File: config.mk
export PLATFORM = sky130hd
export DESIGN_NAME = lsm_regs
export DESIGN_NICKNAME = d
export VERILOG_FILES = /design/src/lsm_pkg.sv /design/src/lsm_sync.sv /design/src/lsm_edge.sv /design/src/lsm_regs.sv
export SDC_FILE = /design/constraint.sdc
export NUM_CORES = 1
export LEC_CHECK = 0
export BUFFER_PORTS_ARGS = -buffer_cell sky130_fd_sc_hd__clkbuf_2
export CAP_MARGIN = 20
export CORE_MARGIN = 5
export CORE_UTILIZATION = 50
export DETAILED_ROUTE_END_ITERATION = 8
export GPL_TIMING_DRIVEN = 1
export PLACE_DENSITY = 0.77
export SETUP_SLACK_MARGIN = 0.2
export SYNTH_ARGS = -nofsm -noshare
export SYNTH_HDL_FRONTEND = slang
export SYNTH_SLANG_ARGS = --single-unit
File: constraint.sdc
create_clock -name CLK_IN -period 1.8 [get_ports CLK_IN]
set_clock_uncertainty 0.15 [all_clocks]
set_input_delay 0.27 -clock CLK_IN [delete_from_list [all_inputs] [get_ports CLK_IN]]
set_output_delay 0.27 -clock CLK_IN [all_outputs]
set_load 0.05 [all_outputs]
File: src/lsm_pkg.sv
// Shared constants and types for the line status monitor register bank
package lsm_pkg;

   // -----------------------------------------------------------------
   // Channel layout and register indices (byte address = 4 * index)
   // -----------------------------------------------------------------
   localparam int         NUM_CH               = 4;
   localparam logic [7:0] LINE_STATUS_ZERO_IDX = 8'h14;
   localparam logic [7:0] LINE_STATUS_ONE_IDX  = 8'h15;
   localparam logic [7:0] FLAG_IDX             = 8'h16;
   localparam logic [7:0] MASK_IDX             = 8'h11;
   localparam logic [7:0] EDGE_IDX             = 8'h12;

   // -----------------------------------------------------------------
   // Field positions inside the status bytes
   // -----------------------------------------------------------------
   localparam int DF_POS  = 2;
   localparam int AIS_POS = 1;
   localparam int LOS_POS = 0;
   localparam int RLP_POS = 5;
   localparam int ATT_W   = 5;

   // -----------------------------------------------------------------
   // Reset values
   // -----------------------------------------------------------------
   localparam logic [2:0]  MASK_RST  = 3'h7;
   localparam logic [2:0]  EDGE_RST  = 3'h0;
   localparam logic [2:0]  FLAG_RST  = 3'h0;
   localparam logic [31:0] RDATA_RST = 32'h0000_0000;

   // -----------------------------------------------------------------
   // AHB-Lite encodings
   // -----------------------------------------------------------------
   localparam logic [2:0] HSIZE_WORD = 3'h2;
   localparam logic       HRESP_OKAY = 1'b0;

   // Bus slave states, Gray coded along idle, data, response
   typedef enum logic [1:0] {
      BUS_IDLE = 2'b00,
      BUS_DATA = 2'b01,
      BUS_RESP = 2'b11
   } bus_state_t;

endpackage : lsm_pkg

File: src/lsm_sync.sv
// Three-stage input synchroniser that accepts a change once stages agree
`timescale 1ns/1ps
module lsm_sync #(
   parameter int W = 36
) (
   input  wire logic         clk_in,
   input  wire logic         rst_in,
   input  wire logic [W-1:0] d_in,
   output logic      [W-1:0] q_out
);

   logic [W-1:0] ff1_reg;
   logic [W-1:0] ff2_reg;
   logic [W-1:0] ff3_reg;

   // Shift chain; the first stage feeds only the second
   always_ff @(posedge clk_in) begin
      if (rst_in) begin
         ff1_reg <= '0;
         ff2_reg <= '0;
         ff3_reg <= '0;
      end else begin
         ff1_reg <= d_in;
         ff2_reg <= ff1_reg;
         ff3_reg <= ff2_reg;
      end
   end

   // Per-bit acceptance; a bit moves only when stages two and three agree
   always_ff @(posedge clk_in) begin
      if (rst_in) begin
         q_out <= '0;
      end else begin
         q_out <= (ff3_reg & ~(ff2_reg ^ ff3_reg)) |
                  (q_out & (ff2_reg ^ ff3_reg));
      end
   end
endmodule : lsm_sync

File: src/lsm_edge.sv
// Transition detector turning status changes into one-cycle events
`timescale 1ns/1ps
module lsm_edge #(
   parameter int W = 12
) (
   input  wire logic         clk_in,
   input  wire logic         rst_in,
   input  wire logic [W-1:0] status_in,
   input  wire logic [W-1:0] edge_sel_in,
   output logic      [W-1:0] evt_out
);

   logic [W-1:0] prev_reg;

   // Previous-cycle copy, so each change is seen exactly once
   always_ff @(posedge clk_in) begin
      if (rst_in) begin
         prev_reg <= '0;
      end else begin
         prev_reg <= status_in;
      end
   end

   // Rise always counts; fall counts only where any-change is selected
   assign evt_out = (status_in & ~prev_reg) |
                    (~status_in & prev_reg & edge_sel_in);
endmodule : lsm_edge

File: src/lsm_regs.sv
// Four-channel line status monitor registers behind an AHB-Lite slave
//
// Implementation choice: the AHB-Lite slave port.
`timescale 1ns/1ps
module lsm_regs
   import lsm_pkg::*;
(
   input  wire logic        CLK_IN,
   input  wire logic        SYS_RST_IN,
   input  wire logic        HSEL_IN,
   input  wire logic [31:0] HADDR_IN,
   input  wire logic [1:0]  HTRANS_IN,
   input  wire logic        HWRITE_IN,
   input  wire logic [2:0]  HSIZE_IN,
   input  wire logic [31:0] HWDATA_IN,
   input  wire logic        HREADY_IN,
   input  wire logic [3:0]  DRV_FAULT_IN,
   input  wire logic [3:0]  ALARM_SIG_IN,
   input  wire logic [3:0]  SIG_LOSS_IN,
   input  wire logic [3:0]  REM_LOOP_IN,
   input  wire logic [19:0] LINE_ATTEN_IN,
   output logic      [31:0] HRDATA_OUT,
   output logic             HREADYOUT_OUT,
   output logic             HRESP_OUT,
   output logic             IRQ_OUT
);

   // ----------------------------------------------------------------
   // Declarations
   // ----------------------------------------------------------------
   logic [35:0]      raw_in;
   logic [35:0]      sync_q;
   logic [3:0]       signal_loss_status;
   logic [3:0]       alarm_signal_status;
   logic [3:0]       driver_fault_status;
   logic [3:0]       remote_loopback_state;
   logic [3:0][4:0]  line_attenuation_code;
   logic [3:0][2:0]  stat_now;
   logic [3:0][2:0]  evt;
   logic [3:0][2:0]  new_evt;
   logic [3:0][2:0]  mask_reg;
   logic [3:0][2:0]  edge_sel_reg;
   logic [3:0][2:0]  flag_reg;
   logic [3:0][2:0]  flag_clr;
   bus_state_t       state_reg;
   bus_state_t       state_next;
   logic [7:0]       adr_reg;
   logic             wr_reg;
   logic             valid_reg;
   logic             capture;
   logic             acc_ok;
   logic             dp;
   logic [1:0]       cur_ch;
   logic [7:0]       rdata_next;
   logic             rd_flag;
   logic             wr_flag;
   logic             wr_stat;
   logic             rd_status_zero;
   logic             rd_status_one;

   // Register offset match within one channel's window
   function automatic logic hit(input logic [7:0] adr,
                                input logic [7:0] idx);
      return adr[5:0] == idx[5:0];
   endfunction : hit

   // ----------------------------------------------------------------
   // Line condition inputs
   // ----------------------------------------------------------------

   // Condition pins arrive from analogue detectors, off this clock
   assign raw_in = {LINE_ATTEN_IN, REM_LOOP_IN, DRV_FAULT_IN,
                    ALARM_SIG_IN, SIG_LOSS_IN};

   lsm_sync #(
      .W      (36)
   ) u_sync (
      .clk_in (CLK_IN),
      .rst_in (SYS_RST_IN),
      .d_in   (raw_in),
      .q_out  (sync_q)
   );

   // Attenuation bits settle independently; a code in motion may
   // read for a cycle as any mix of its old and new bits
   assign signal_loss_status    = sync_q[3:0];
   assign alarm_signal_status   = sync_q[7:4];
   assign driver_fault_status   = sync_q[11:8];
   assign remote_loopback_state = sync_q[15:12];
   assign line_attenuation_code = sync_q[35:16];

   // Live status byte zero per channel
   always_comb begin
      for (int c = 0; c < NUM_CH; c++) begin
         stat_now[c][DF_POS]  = driver_fault_status[c];
         stat_now[c][AIS_POS] = alarm_signal_status[c];
         stat_now[c][LOS_POS] = signal_loss_status[c];
      end
   end

   // ----------------------------------------------------------------
   // Event detection
   // ----------------------------------------------------------------
   lsm_edge #(
      .W           (12)
   ) u_edge (
      .clk_in      (CLK_IN),
      .rst_in      (SYS_RST_IN),
      .status_in   (stat_now),
      .edge_sel_in (edge_sel_reg),
      .evt_out     (evt)
   );

   // Masked bits raise no event at all
   assign new_evt = evt & ~mask_reg;

   // ----------------------------------------------------------------
   // AHB-Lite slave
   // ----------------------------------------------------------------

   // Address phase accepted only while our data phase is not busy
   assign capture = HSEL_IN && HTRANS_IN[1] && HREADY_IN &&
                    (state_reg != BUS_DATA);

   // Whole aligned words inside the channel windows only
   assign acc_ok = (HSIZE_IN == HSIZE_WORD) &&
                   (HADDR_IN[1:0] == 2'h0) &&
                   (HADDR_IN[31:10] == 22'h00_0000);

   // Next state; every transfer gets one wait cycle
   always_comb begin
      case (state_reg)
         BUS_IDLE: state_next = capture ? BUS_DATA : BUS_IDLE;
         BUS_DATA: state_next = BUS_RESP;
         BUS_RESP: state_next = capture ? BUS_DATA : BUS_IDLE;
         default:  state_next = BUS_IDLE;
      endcase
   end

   // State register
   always_ff @(posedge CLK_IN) begin
      if (SYS_RST_IN) begin
         state_reg <= BUS_IDLE;
      end else begin
         state_reg <= state_next;
      end
   end

   // Address phase capture
   always_ff @(posedge CLK_IN) begin
      if (SYS_RST_IN) begin
         adr_reg   <= 8'h00;
         wr_reg    <= 1'b0;
         valid_reg <= 1'b0;
      end else if (capture) begin
         adr_reg   <= HADDR_IN[9:2];
         wr_reg    <= HWRITE_IN;
         valid_reg <= acc_ok;
      end
   end

   // Wait cycle lets write data land before any following read
   always_ff @(posedge CLK_IN) begin
      if (SYS_RST_IN) begin
         HREADYOUT_OUT <= 1'b1;
      end else begin
         HREADYOUT_OUT <= (state_reg == BUS_DATA) || !capture;
      end
   end

   // Response is always OKAY
   always_ff @(posedge CLK_IN) begin
      if (SYS_RST_IN) begin
         HRESP_OUT <= HRESP_OKAY;
      end else begin
         HRESP_OUT <= HRESP_OKAY;
      end
   end

   // Data phase decode
   assign dp             = (state_reg == BUS_DATA) && valid_reg;
   assign cur_ch         = adr_reg[7:6];
   assign rd_flag        = dp && !wr_reg && hit(adr_reg, FLAG_IDX);
   assign wr_flag        = dp && wr_reg && hit(adr_reg, FLAG_IDX);
   assign rd_status_zero = dp && !wr_reg &&
                           hit(adr_reg, LINE_STATUS_ZERO_IDX);
   assign rd_status_one  = dp && !wr_reg &&
                           hit(adr_reg, LINE_STATUS_ONE_IDX);
   assign wr_stat        = dp && wr_reg &&
                           (hit(adr_reg, LINE_STATUS_ZERO_IDX) ||
                            hit(adr_reg, LINE_STATUS_ONE_IDX));

   // ----------------------------------------------------------------
   // Control registers
   // ----------------------------------------------------------------

   // Mask bits; set means the condition raises nothing
   always_ff @(posedge CLK_IN) begin
      if (SYS_RST_IN) begin
         mask_reg <= {NUM_CH{MASK_RST}};
      end else if (dp && wr_reg && hit(adr_reg, MASK_IDX)) begin
         mask_reg[cur_ch] <= HWDATA_IN[2:0];
      end
   end

   // Edge select bits; set means any change is an event
   always_ff @(posedge CLK_IN) begin
      if (SYS_RST_IN) begin
         edge_sel_reg <= {NUM_CH{EDGE_RST}};
      end else if (dp && wr_reg && hit(adr_reg, EDGE_IDX)) begin
         edge_sel_reg[cur_ch] <= HWDATA_IN[2:0];
      end
   end

   // ----------------------------------------------------------------
   // Latched event flags
   // ----------------------------------------------------------------

   // Clear terms: a flag read clears all three of that channel's flags, a write clears the ones written
   always_comb begin
      for (int c = 0; c < NUM_CH; c++) begin
         flag_clr[c] = 3'h0;
         if (cur_ch == c[1:0]) begin
            if (rd_flag) begin
               flag_clr[c] = 3'h7;
            end else if (wr_flag) begin
               flag_clr[c] = HWDATA_IN[2:0];
            end
         end
      end
   end

   // A new event wins over a clear landing in the same cycle
   always_ff @(posedge CLK_IN) begin
      if (SYS_RST_IN) begin
         flag_reg <= {NUM_CH{FLAG_RST}};
      end else begin
         flag_reg <= (flag_reg & ~flag_clr) | new_evt;
      end
   end

   // Level interrupt while any unmasked flag stands
   always_ff @(posedge CLK_IN) begin
      if (SYS_RST_IN) begin
         IRQ_OUT <= 1'b0;
      end else begin
         IRQ_OUT <= |(flag_reg & ~mask_reg);
      end
   end

   // ----------------------------------------------------------------
   // Read path
   // ----------------------------------------------------------------

   // Status bytes read live values; writes to them change nothing
   always_comb begin
      rdata_next = 8'h00;
      if (hit(adr_reg, LINE_STATUS_ZERO_IDX)) begin
         rdata_next = {5'h00, stat_now[cur_ch]};
      end else if (hit(adr_reg, LINE_STATUS_ONE_IDX)) begin
         rdata_next = {2'h0, remote_loopback_state[cur_ch],
                       line_attenuation_code[cur_ch]};
      end else if (hit(adr_reg, FLAG_IDX)) begin
         rdata_next = {5'h00, flag_reg[cur_ch]};
      end else if (hit(adr_reg, MASK_IDX)) begin
         rdata_next = {5'h00, mask_reg[cur_ch]};
      end else if (hit(adr_reg, EDGE_IDX)) begin
         rdata_next = {5'h00, edge_sel_reg[cur_ch]};
      end
   end

   // Read data is loaded at the end of the wait cycle; unmapped is zero
   always_ff @(posedge CLK_IN) begin
      if (SYS_RST_IN) begin
         HRDATA_OUT <= RDATA_RST;
      end else if (state_reg == BUS_DATA) begin
         HRDATA_OUT <= (valid_reg && !wr_reg) ?
                       {24'h00_0000, rdata_next} : RDATA_RST;
      end
   end
endmodule : lsm_regs

After elaboration in Yosys (flattened, before gate mapping)
Cells that the tools add are included.
{"block": "op_classes", "bitwise_logic": 17, "eq_ne": 12, "mux": 30, "reduce_logical": 23, "order_cmp": 2}
{"operator": "12-bit bitwise AND", "count": 6}
{"operator": "36-bit bitwise AND", "count": 2}
{"operator": "12-bit NOT", "count": 4}
{"operator": "3-bit two-way mux", "count": 14}
{"operator": "36-bit NOT", "count": 1}
{"operator": "36-bit OR", "count": 1}
{"operator": "36-bit XOR", "count": 1}
{"operator": "6-bit by 5-bit equality test with 1-bit output (second input constant)", "count": 5}
{"operator": "3-bit binary-select mux with 2-bit select", "count": 4}
{"operator": "12-bit bitwise mux", "count": 2}
{"operator": "12-bit OR", "count": 2}
{"operator": "22-bit logical NOT", "count": 1}
{"operator": "1-bit logical AND", "count": 14}
{"operator": "6-bit two-way mux", "count": 2}
{"operator": "12-bit OR reduction", "count": 1}
{"operator": "5-bit binary-select mux with 2-bit select", "count": 1}
{"operator": "8-bit two-way mux", "count": 1}
{"operator": "3-bit demux with 2-bit select", "count": 1}
{"operator": "2-bit equality test (second input constant)", "count": 3}
{"operator": "2-bit logical NOT", "count": 3}
{"operator": "5-bit two-way mux", "count": 1}
{"operator": "2-bit by 1-bit equality test with 1-bit output (second input constant)", "count": 2}
{"operator": "2-bit case mux with 2 select lines", "count": 1}
{"operator": "3-bit by 2-bit equality test with 1-bit output (second input constant)", "count": 1}
{"operator": "8 further kinds", "count": 10}
{"block": "totals", "out_inout_bits": 35, "word_cells": 108, "regBits": 238, "input_bits": 110}

Logic depth before layout (Yosys ltp)
Gate-level depths: netlist of the first run.
{"block": "logic_depth", "ltp_word": 10, "depth_mapped": 7, "mapped_depth_nobuf": 6}

Hierarchy
Synthesis of the first run repeated with hierarchy kept, for this count alone.
{"block": "unflattened", "hier_cells": 769, "area_unflattened_um2": 8069.0}
{"module": "lsm_sync", "area_each_um2": 4379.2, "cells_each": 376, "instances": 1, "seq_area_each_um2": 2882.8}
{"module": "lsm_regs", "area_each_um2": 3158.0, "cells_each": 344, "instances": 1, "seq_area_each_um2": 1121.1}
{"module": "lsm_edge", "area_each_um2": 531.8, "cells_each": 49, "instances": 1, "seq_area_each_um2": 240.2}

Worst setup path after synthesis of the first run
OpenSTA, ideal clock, no wires.
{"block": "synth_timing", "path_kind": "register -> register", "start": "register adr_reg[6]", "end": "register HRDATA_OUT[0]", "required_time_ns": 1.514, "synth_period_minus_slack_ns": 1.998, "path_stages_with_launch": 7, "setup_ns": 0.136, "arrival_ns": 1.713, "path_buffers": 3, "path_slack_ns": -0.198, "cell_sequence": "dfxtp_1 -> buf_2 -> buf_4 -> buf_4 -> mux4_2 -> a221oi_1 -> o32ai_1"}
{"block": "synth_via", "elab_chain_len": 8, "word_cells_on_any_way": 16, "cone_classes": "16 x mux"}
{"element": "start, declared", "line": "lsm_regs.sv:47", "text": "logic [7:0] adr_reg;"}
{"element": "start signal, assigned", "line": "lsm_regs.sv:156", "text": "adr_reg <= HADDR_IN[9:2];"}
{"element": "3-bit binary-select mux with 2-bit select", "line": "lsm_regs.sv:268", "text": "rdata_next = {5'h00, edge_sel_reg[cur_ch]};"}
{"element": "3-bit two-way mux (not written as such)", "line": "lsm_regs.sv:268"}
{"element": "3-bit two-way mux", "line": "lsm_regs.sv:267", "text": "end else if (hit(adr_reg, EDGE_IDX)) begin"}
{"element": "3-bit two-way mux", "line": "lsm_regs.sv:265", "text": "end else if (hit(adr_reg, MASK_IDX)) begin"}
{"element": "3-bit two-way mux", "line": "lsm_regs.sv:263", "text": "end else if (hit(adr_reg, FLAG_IDX)) begin"}
{"element": "6-bit two-way mux", "line": "lsm_regs.sv:260", "text": "end else if (hit(adr_reg, LINE_STATUS_ONE_IDX)) begin"}
{"element": "6-bit two-way mux (*)", "line": "lsm_regs.sv:258", "text": "if (hit(adr_reg, LINE_STATUS_ZERO_IDX)) begin"}
{"element": "8-bit two-way mux (*)", "line": "lsm_regs.sv:277", "text": "HRDATA_OUT <= (valid_reg && !wr_reg) ?"}
{"element": "end signal, assigned", "line": "lsm_regs.sv:277"}
{"element": "end, declared", "line": "lsm_regs.sv:22", "text": "output logic [31:0] HRDATA_OUT,"}
Mark *: on every way between the ends. The rest lies on a longest branch, timed or not. The select of a mux whose other input is x is not followed.
A chain may end at the register's enable or synchronous reset.

Worst setup path after layout of the first run
{"block": "layout_timing", "start": "register adr_reg[6]", "end": "register HRDATA_OUT[1]"}
Same word-level chain as after synthesis.

==> run_results.csv, run 1 <==
group,metric,value,unit
critical_path,cp_slowest_cell,"mux4_2",
synthesis,synth_seq_cells,212,
floorplanning,io_pins,145,
floorplanning,die_y,136,µm
place,hpwl,11400,µm
synthesis,synthArstFlopShare,0,
place,io_buffer_count,87,
timing,fin_crit,1.95,ns
layout,nets,1061,
synthesis,synth-main-ff-cell,"dfxtp_1",
synthesis,yosys_warnings,0,
synthesis,syn_avg_cell_area,10.2,µm²
clocking,clock_path_buffers,3,
clocking,ctsHtreeMaxLevel,1,
routing,post_drt_via_cell_ratio,5.07,
pwr,power_density,952,nW/µm²
worst_hold_path,hold_path.class,"input port to flop",
synthesis,syn_area,7880,µm²
clocking,cts_root_buffer,"clkbuf_16",
floorplanning,num_rows,45,
layout,num-fill-cells,1159,
timing,slew_viol_final,0,
global_route,grt_max_degree,63,
timing,setup_slack,-0.148,ns
global_route,grt_overflow,0,
outcome,violations,"setup timing",
clocking,clk_latency,0.49,ns
floorplanning,start_util,0.514,
routing,drt-total-wl,17500,µm
floorplanning,core,15300,µm²
layout,finalNonFillerCells,1173,
layout,diodes,0,
routing,dr.pass1.iters,5,
pwr,peakVddDrop,672,µV
synthesis,synth_cells,772,
critical_path,critPathMaxFanout,3,
synthesis,yosysUniqueCellTypes,49,
place,placed_cells,1079,
routing,wire_per_inst,14.9,µm
routing,vias,5947,
critical_path,worstSetupEndpointType,"flop",
outcome,status,"complete, but fails checks",
routing,detail-route-antenna-nets,0,
critical_path,cpPeakStageDelay,0.54,ns
place,gp_congestion,0.888,
global_route,grt_pass1_wl,28000,µm
layout,final_util,0.664,
critical_path,crit_path_start_kind,"flop",
critical_path,critPathKind,"flop to flop",
timing,timing.final.crit_share,1.08,
global_route,grt_usage,0.188,
timing,rsz0062_at_grt,"true",
layout,syn_to_final_growth,29.0,%
floorplanning,die_area,18400,µm²
critical_path,path_cells,"buf_12 -> mux4_2 -> or4_4 -> a31oi_1 -> a211oi_1",
timing,setup_violations,27,
place,dp_slack,-0.192,ns
layout,layout_common_cells,"dfxtp_1 (204), nor2b_1 (134), clkbuf_2 (84)",
pwr,leakagePower,3.92,nW
timing,hold_slack,0.0132,ns
global_route,antenna_found_initial,0,
clocking,cts_inserted_buffers,21,
synthesis,synth-seq-area-share,0.539,
clocking,tritoncts,"done",
layout,final_common_cell,"dfxtp_1",
layout,drive_above_1_share,0.261,
timing,fmax,513,MHz
critical_path,cp.arrival,2.16,ns
synthesis,synth_edf_count,0,
timing,hold_viol,0,
floorplanning,die_w,136,µm
flow_run,maxCapViolCount,0,
routing,drt_iter0_drc,408,
routing,drc,0,
global_route,grt_pass1_vias,5837,
clocking,cts.clk_slew.worst_paths,0.07,ns
critical_path,crit_required,2.01,ns
clocking,cts.sinks,212,
[layer usage]
metal  global-route usage  wire length (µm)  part of all wire  vias up
met5                    0                 0                 0        -
met4               0.0571               444             0.025        0
met3               0.0338              1100             0.063       39
met2                0.330              8430              0.48      206
met1                0.235              7560              0.43     2768
li1                     -                 -                 -     2934
[through the flow]
step	power (W)	setup TNS, ns	cell area (µm²)
after global routing	0.0100	-3.47	10200
after detailed placement	0.00546	-3.23	8720
after floorplan	0.00534	-0.327	8060
after CTS	0.00974	-1.37	10100
after global placement	0.00545	-2.60	8720
final	0.00968	-1.70	10200
[power breakdown]
| part | switching, W | internal, W |
|---|---|---|
| clock | 0.00174 | 0.00246 |
| sequential | 0.0000551 | 0.00480 |
| combinational | 0.000353 | 0.000267 |
[cell usage after synthesis, types with 12 or more instances]
master,instances,area [µm²]
a211o_1,12,105
nand2b_1,12,75.1
mux2i_1,16,160
nor2b_1,134,838
clkbuf_1,30,113
inv_1,21,78.8
nand2_1,67,251
nor2_1,24,90.1
mux4_2,18,405
dfxtp_1,212,4240
buf_4,29,218
o21ai_0,45,225
a21oi_1,65,325
[cell families (layout without fill, tap and decap cells)]
family          after synthesis  count (layout)  synth area share
flops                       212             212             0.539
other cells                   1              27          0.000476
simple gates                283             285             0.217
compound gates              155             155             0.114
fa+ha+maj                     2               2           0.00318
mux                          34              34            0.0718
buf+inv                      85             247            0.0556
[layout make-up]
type                    count  area [µm²]  share of cell area
flip-flops and latches    212        4260               0.419
well taps                 211         264              0.0260
repair buffers            190        1400               0.137
multi-input cells         503        3500               0.344
clock buffers              28         592              0.0582
clock inverters             8        80.1             0.00788
inverters                  21        78.8             0.00775
[worst max-delay path, delay by kind of cell (launching register included)]
kind	cells	cell delay, ns
flip-flops	1	0.38
AO/OA/AOI/OAI	2	0.21
buffers and inverters	1	0.11
multiplexers	1	0.54
AND/OR/NAND/NOR	1	0.43
[final timing paths]
check        slack (ns)                           end                         start  cells after the start
min reg2reg        0.28  u_sync.ff2_reg[2]$_SDFF_PP0_  u_sync.ff1_reg[2]$_SDFF_PP0_                      1
max               -0.15    HRDATA_OUT[1]$_SDFFE_PP0N_       adr_reg[6]$_SDFFE_PP0P_                      5
max reg2reg       -0.15    HRDATA_OUT[1]$_SDFFE_PP0N_       adr_reg[6]$_SDFFE_PP0P_                      5
min                0.01        valid_reg$_SDFFE_PP0P_                  HADDR_IN[20]                      5
[repair_timing]
item / in CTS / in global routing
resized for setup: 35 / 22
setup endpoints to repair: 54 / 46
hold buffers: 45 / 0
cloned: 2 / 0
hold endpoints to repair: 45 / 0
buffers inserted: 8 / 3
pin swaps: 17 / 11
(Power assumes the default switching activity.)
==> inputs of run 2 (changes only) <==
- ABC_AREA: not set -> 1
- CORE_ASPECT_RATIO: not set -> 0.75
==> run_results.csv, run 2 <==
group,metric,value,unit
timing,slew_viol_final,0,
floorplanning,start_util,0.516,
place,io_buffer_count,87,
synthesis,synth_seq_cells,212,
synthesis,synthTopCellsByCount,"dfxtp_1 (212), inv_1 (185), nor2_1 (180)",
clocking,cts_inserted_buffers,21,
routing,drt_iter0_drc,457,
worst_hold_path,worstHoldStart,"HADDR_IN[0]",
flow_run,maxCapViolCount,0,
place,gp_congestion,0.953,
place,hpwl,12500,µm
clocking,cts_root_buffer,"clkbuf_16",
routing,drc,0,
global_route,grt_pass1_vias,6447,
synthesis,yosysUniqueCellTypes,36,
layout,drive_above_1_share,0.189,
critical_path,timing.critical_path.from,"adr_reg[6]$_SDFFE_PP0P_",
synthesis,synthArstFlopShare,0,
clocking,cts.sinks,212,
routing,vias,6899,
clocking,ctsHtreeMaxLevel,1,
synthesis,synth-seq-area-share,0.534,
synthesis,synth-main-ff-cell,"dfxtp_1",
layout,final_common_cell,"dfxtp_1",
critical_path,reg2reg_from,"adr_reg[6]$_SDFFE_PP0P_",
synthesis,synth_cells,1013,
critical_path,crit_required,2.09,ns
global_route,antenna_found_initial,0,
global_route,grt_usage,0.204,
worst_hold_path,hold_path.class,"input port to flop",
clocking,clock_path_buffers,3,
critical_path,endpoint,"HRDATA_OUT[2]$_SDFFE_PP0N_",
global_route,grt_pass1_wl,31200,µm
worst_hold_path,hold_depth,6,
timing,hold_viol,0,
critical_path,critPathKind,"flop to flop",
layout,diodes,0,
clocking,clk_latency,0.49,ns
routing,detail-route-antenna-nets,0,
critical_path,r2r-end,"HRDATA_OUT[2]$_SDFFE_PP0N_",
routing,drt-total-wl,19600,µm
critical_path,worstSetupEndpointType,"flop",
synthesis,yosysTopAreaCellShare,0.534,
timing,timing.final.crit_share,0.913,
synthesis,yosysMostFrequentCell,"dfxtp_1",
critical_path,cpPeakStageDelay,0.35,ns
critical_path,reg2reg_slack,0.16,ns
layout,syn_to_final_growth,31.4,%
pwr,leakagePower,4.50,nW
timing,tns,0,ns
critical_path,r2r_cells,15,
floorplanning,core,15400,µm²
synthesis,synth_edf_count,0,
timing,setup_violations,0,
floorplanning,die_w,156,µm
place,dp_slack,0.0404,ns
synthesis,syn_avg_cell_area,7.85,µm²
pwr,peakVddDrop,675,µV
timing,fmax,608,MHz
synthesis,syn_area,7950,µm²
floorplanning,die_area,18600,µm²
place,placedInstanceArea,8660,µm²
clocking,cts.clk_slew.worst_paths,0.06,ns
floorplanning,num_rows,39,
critical_path,cp.arrival,1.93,ns
critical_path,path_common_cell,"nand2_1",
synthesis,synth_area_leaders,"dfxtp_1 (53%), inv_1 (8.7%), nor2_1 (8.5%)",
synthesis,synth_top_area_cell,"dfxtp_1",
synthesis,yosys_warnings,0,
critical_path,path_cells,"buf_4 -> inv_4 -> buf_8 -> buf_4 -> nand2_1 -> nand2_1 -> nand2_1 -> nand3_1 -> nand2_1 -> inv_1 -> nand2_1 -> nand2_1 -> nand2_1 -> nand2_1 -> a21oi_2",
layout,final_util,0.678,
layout,layout_common_cells,"dfxtp_1 (206), inv_1 (182), nor2_1 (173)",
global_route,grt_max_degree,59,
critical_path,crit_path_start_kind,"flop",
place,placed_cells,1299,
layout,nets,1313,
routing,dr.pass1.iters,5,
timing,setup_slack,0.156,ns
pwr,power_density,986,nW/µm²
clocking,tritoncts,"done",
critical_path,cp_slowest_cell,"dfxtp_2",
layout,finalNonFillerCells,1420,
routing,wire_per_inst,13.8,µm
critical_path,critPathMaxFanout,11,
routing,post_drt_via_cell_ratio,4.86,
outcome,status,"finished clean",
layout,fin_area,10500,µm²
floorplanning,die_y,119,µm
timing,rsz0062_at_grt,"true",
timing,fin_crit,1.64,ns
floorplanning,io_pins,145,
global_route,grt_overflow,0,
-- run 2: cell types whose count changed in the layout (fill, tap and decap cells not counted), moves of 12 or more --
| cell | before | now |
|---|---|---|
| inv_1 | 20 | 182 |
| nor2_1 | 22 | 173 |
| nor2b_1 | 134 | 0 |
| nand2_1 | 66 | 97 |
| a21oi_1 | 60 | 90 |
| dlygate4sd3_1 | 45 | 69 |
| o21ai_0 | 41 | 65 |
| mux4_2 | 18 | 0 |
| mux2i_1 | 15 | 0 |
| a211o_1 | 12 | 0 |
| buf_4 | 47 | 35 |
| o211ai_1 | 0 | 12 |
-- run 2: logic make-up (layout without fill, tap and decap cells) --
kind of cell	after synthesis	after routing	synth area share
compound gates	224	224	0.156
other cells	1	27	0.000472
fa+ha+maj	2	2	0.00315
flops	212	212	0.534
buf+inv	252	428	0.140
simple gates	322	322	0.167
-- run 2: worst min path at each step --
stage                                    end  slack (ns)
2_1_floorplan   u_sync.ff1_reg[0]$_SDFF_PP0_        0.23
3_3_place_gp   u_sync.ff2_reg[11]$_SDFF_PP0_        0.24
3_5_place_dp    u_sync.ff2_reg[6]$_SDFF_PP0_        0.24
4_1_cts               valid_reg$_SDFFE_PP0P_        0.01
5_1_grt               valid_reg$_SDFFE_PP0P_        0.08
6_report              valid_reg$_SDFFE_PP0P_        0.01
-- run 2: worst max-delay path: cells and delay by family (launching register included) --
family	cells	cell delay (ns)
compound gates	1	0.10
buf+inv	5	0.47
flops	1	0.35
simple gates	9	0.51
-- run 2: timing repair --
action | in CTS | in global routing
hold endpoints to repair | 46 | 0
setup buffers | 9 | 6
hold buffers | 69 | 0
setup endpoints to repair | 51 | 45
pin swaps | 4 | 7
gates resized for setup | 26 | 56
-- run 2: area by class of cell --
class	instances	area, µm²
fillers	1216	4970
inverters	190	718
clock buffers	28	602
clock inverters	9	138
flip-flops and latches	212	4250
well taps	205	256
multi-input cells	575	2900
repair buffers	201	1590
-- run 2: power by group --
group / internal, W / switching (W)
Clock: 0.00279 / 0.00179
Combinational: 0.000355 / 0.000500
Sequential: 0.00481 / 0.0000618
-- run 2: stage by stage --
stage / power (W) / hold WS [ns]
detailed placement: 0.00561 / 0.243
finish: 0.0103 / 0.0111
CTS: 0.0103 / 0.0115
floorplan: 0.00542 / 0.227
global placement: 0.00559 / 0.239
global route: 0.0107 / 0.0757
-- run 2: layer usage --
metal / share of wire / global-route usage / vias to the layer above
li1: - / - / 3488
met1: 0.44 / 0.278 / 3114
met2: 0.45 / 0.322 / 258
met3: 0.092 / 0.0558 / 39
met4: 0.020 / 0.0530 / 0
met5: 0 / 0 / -
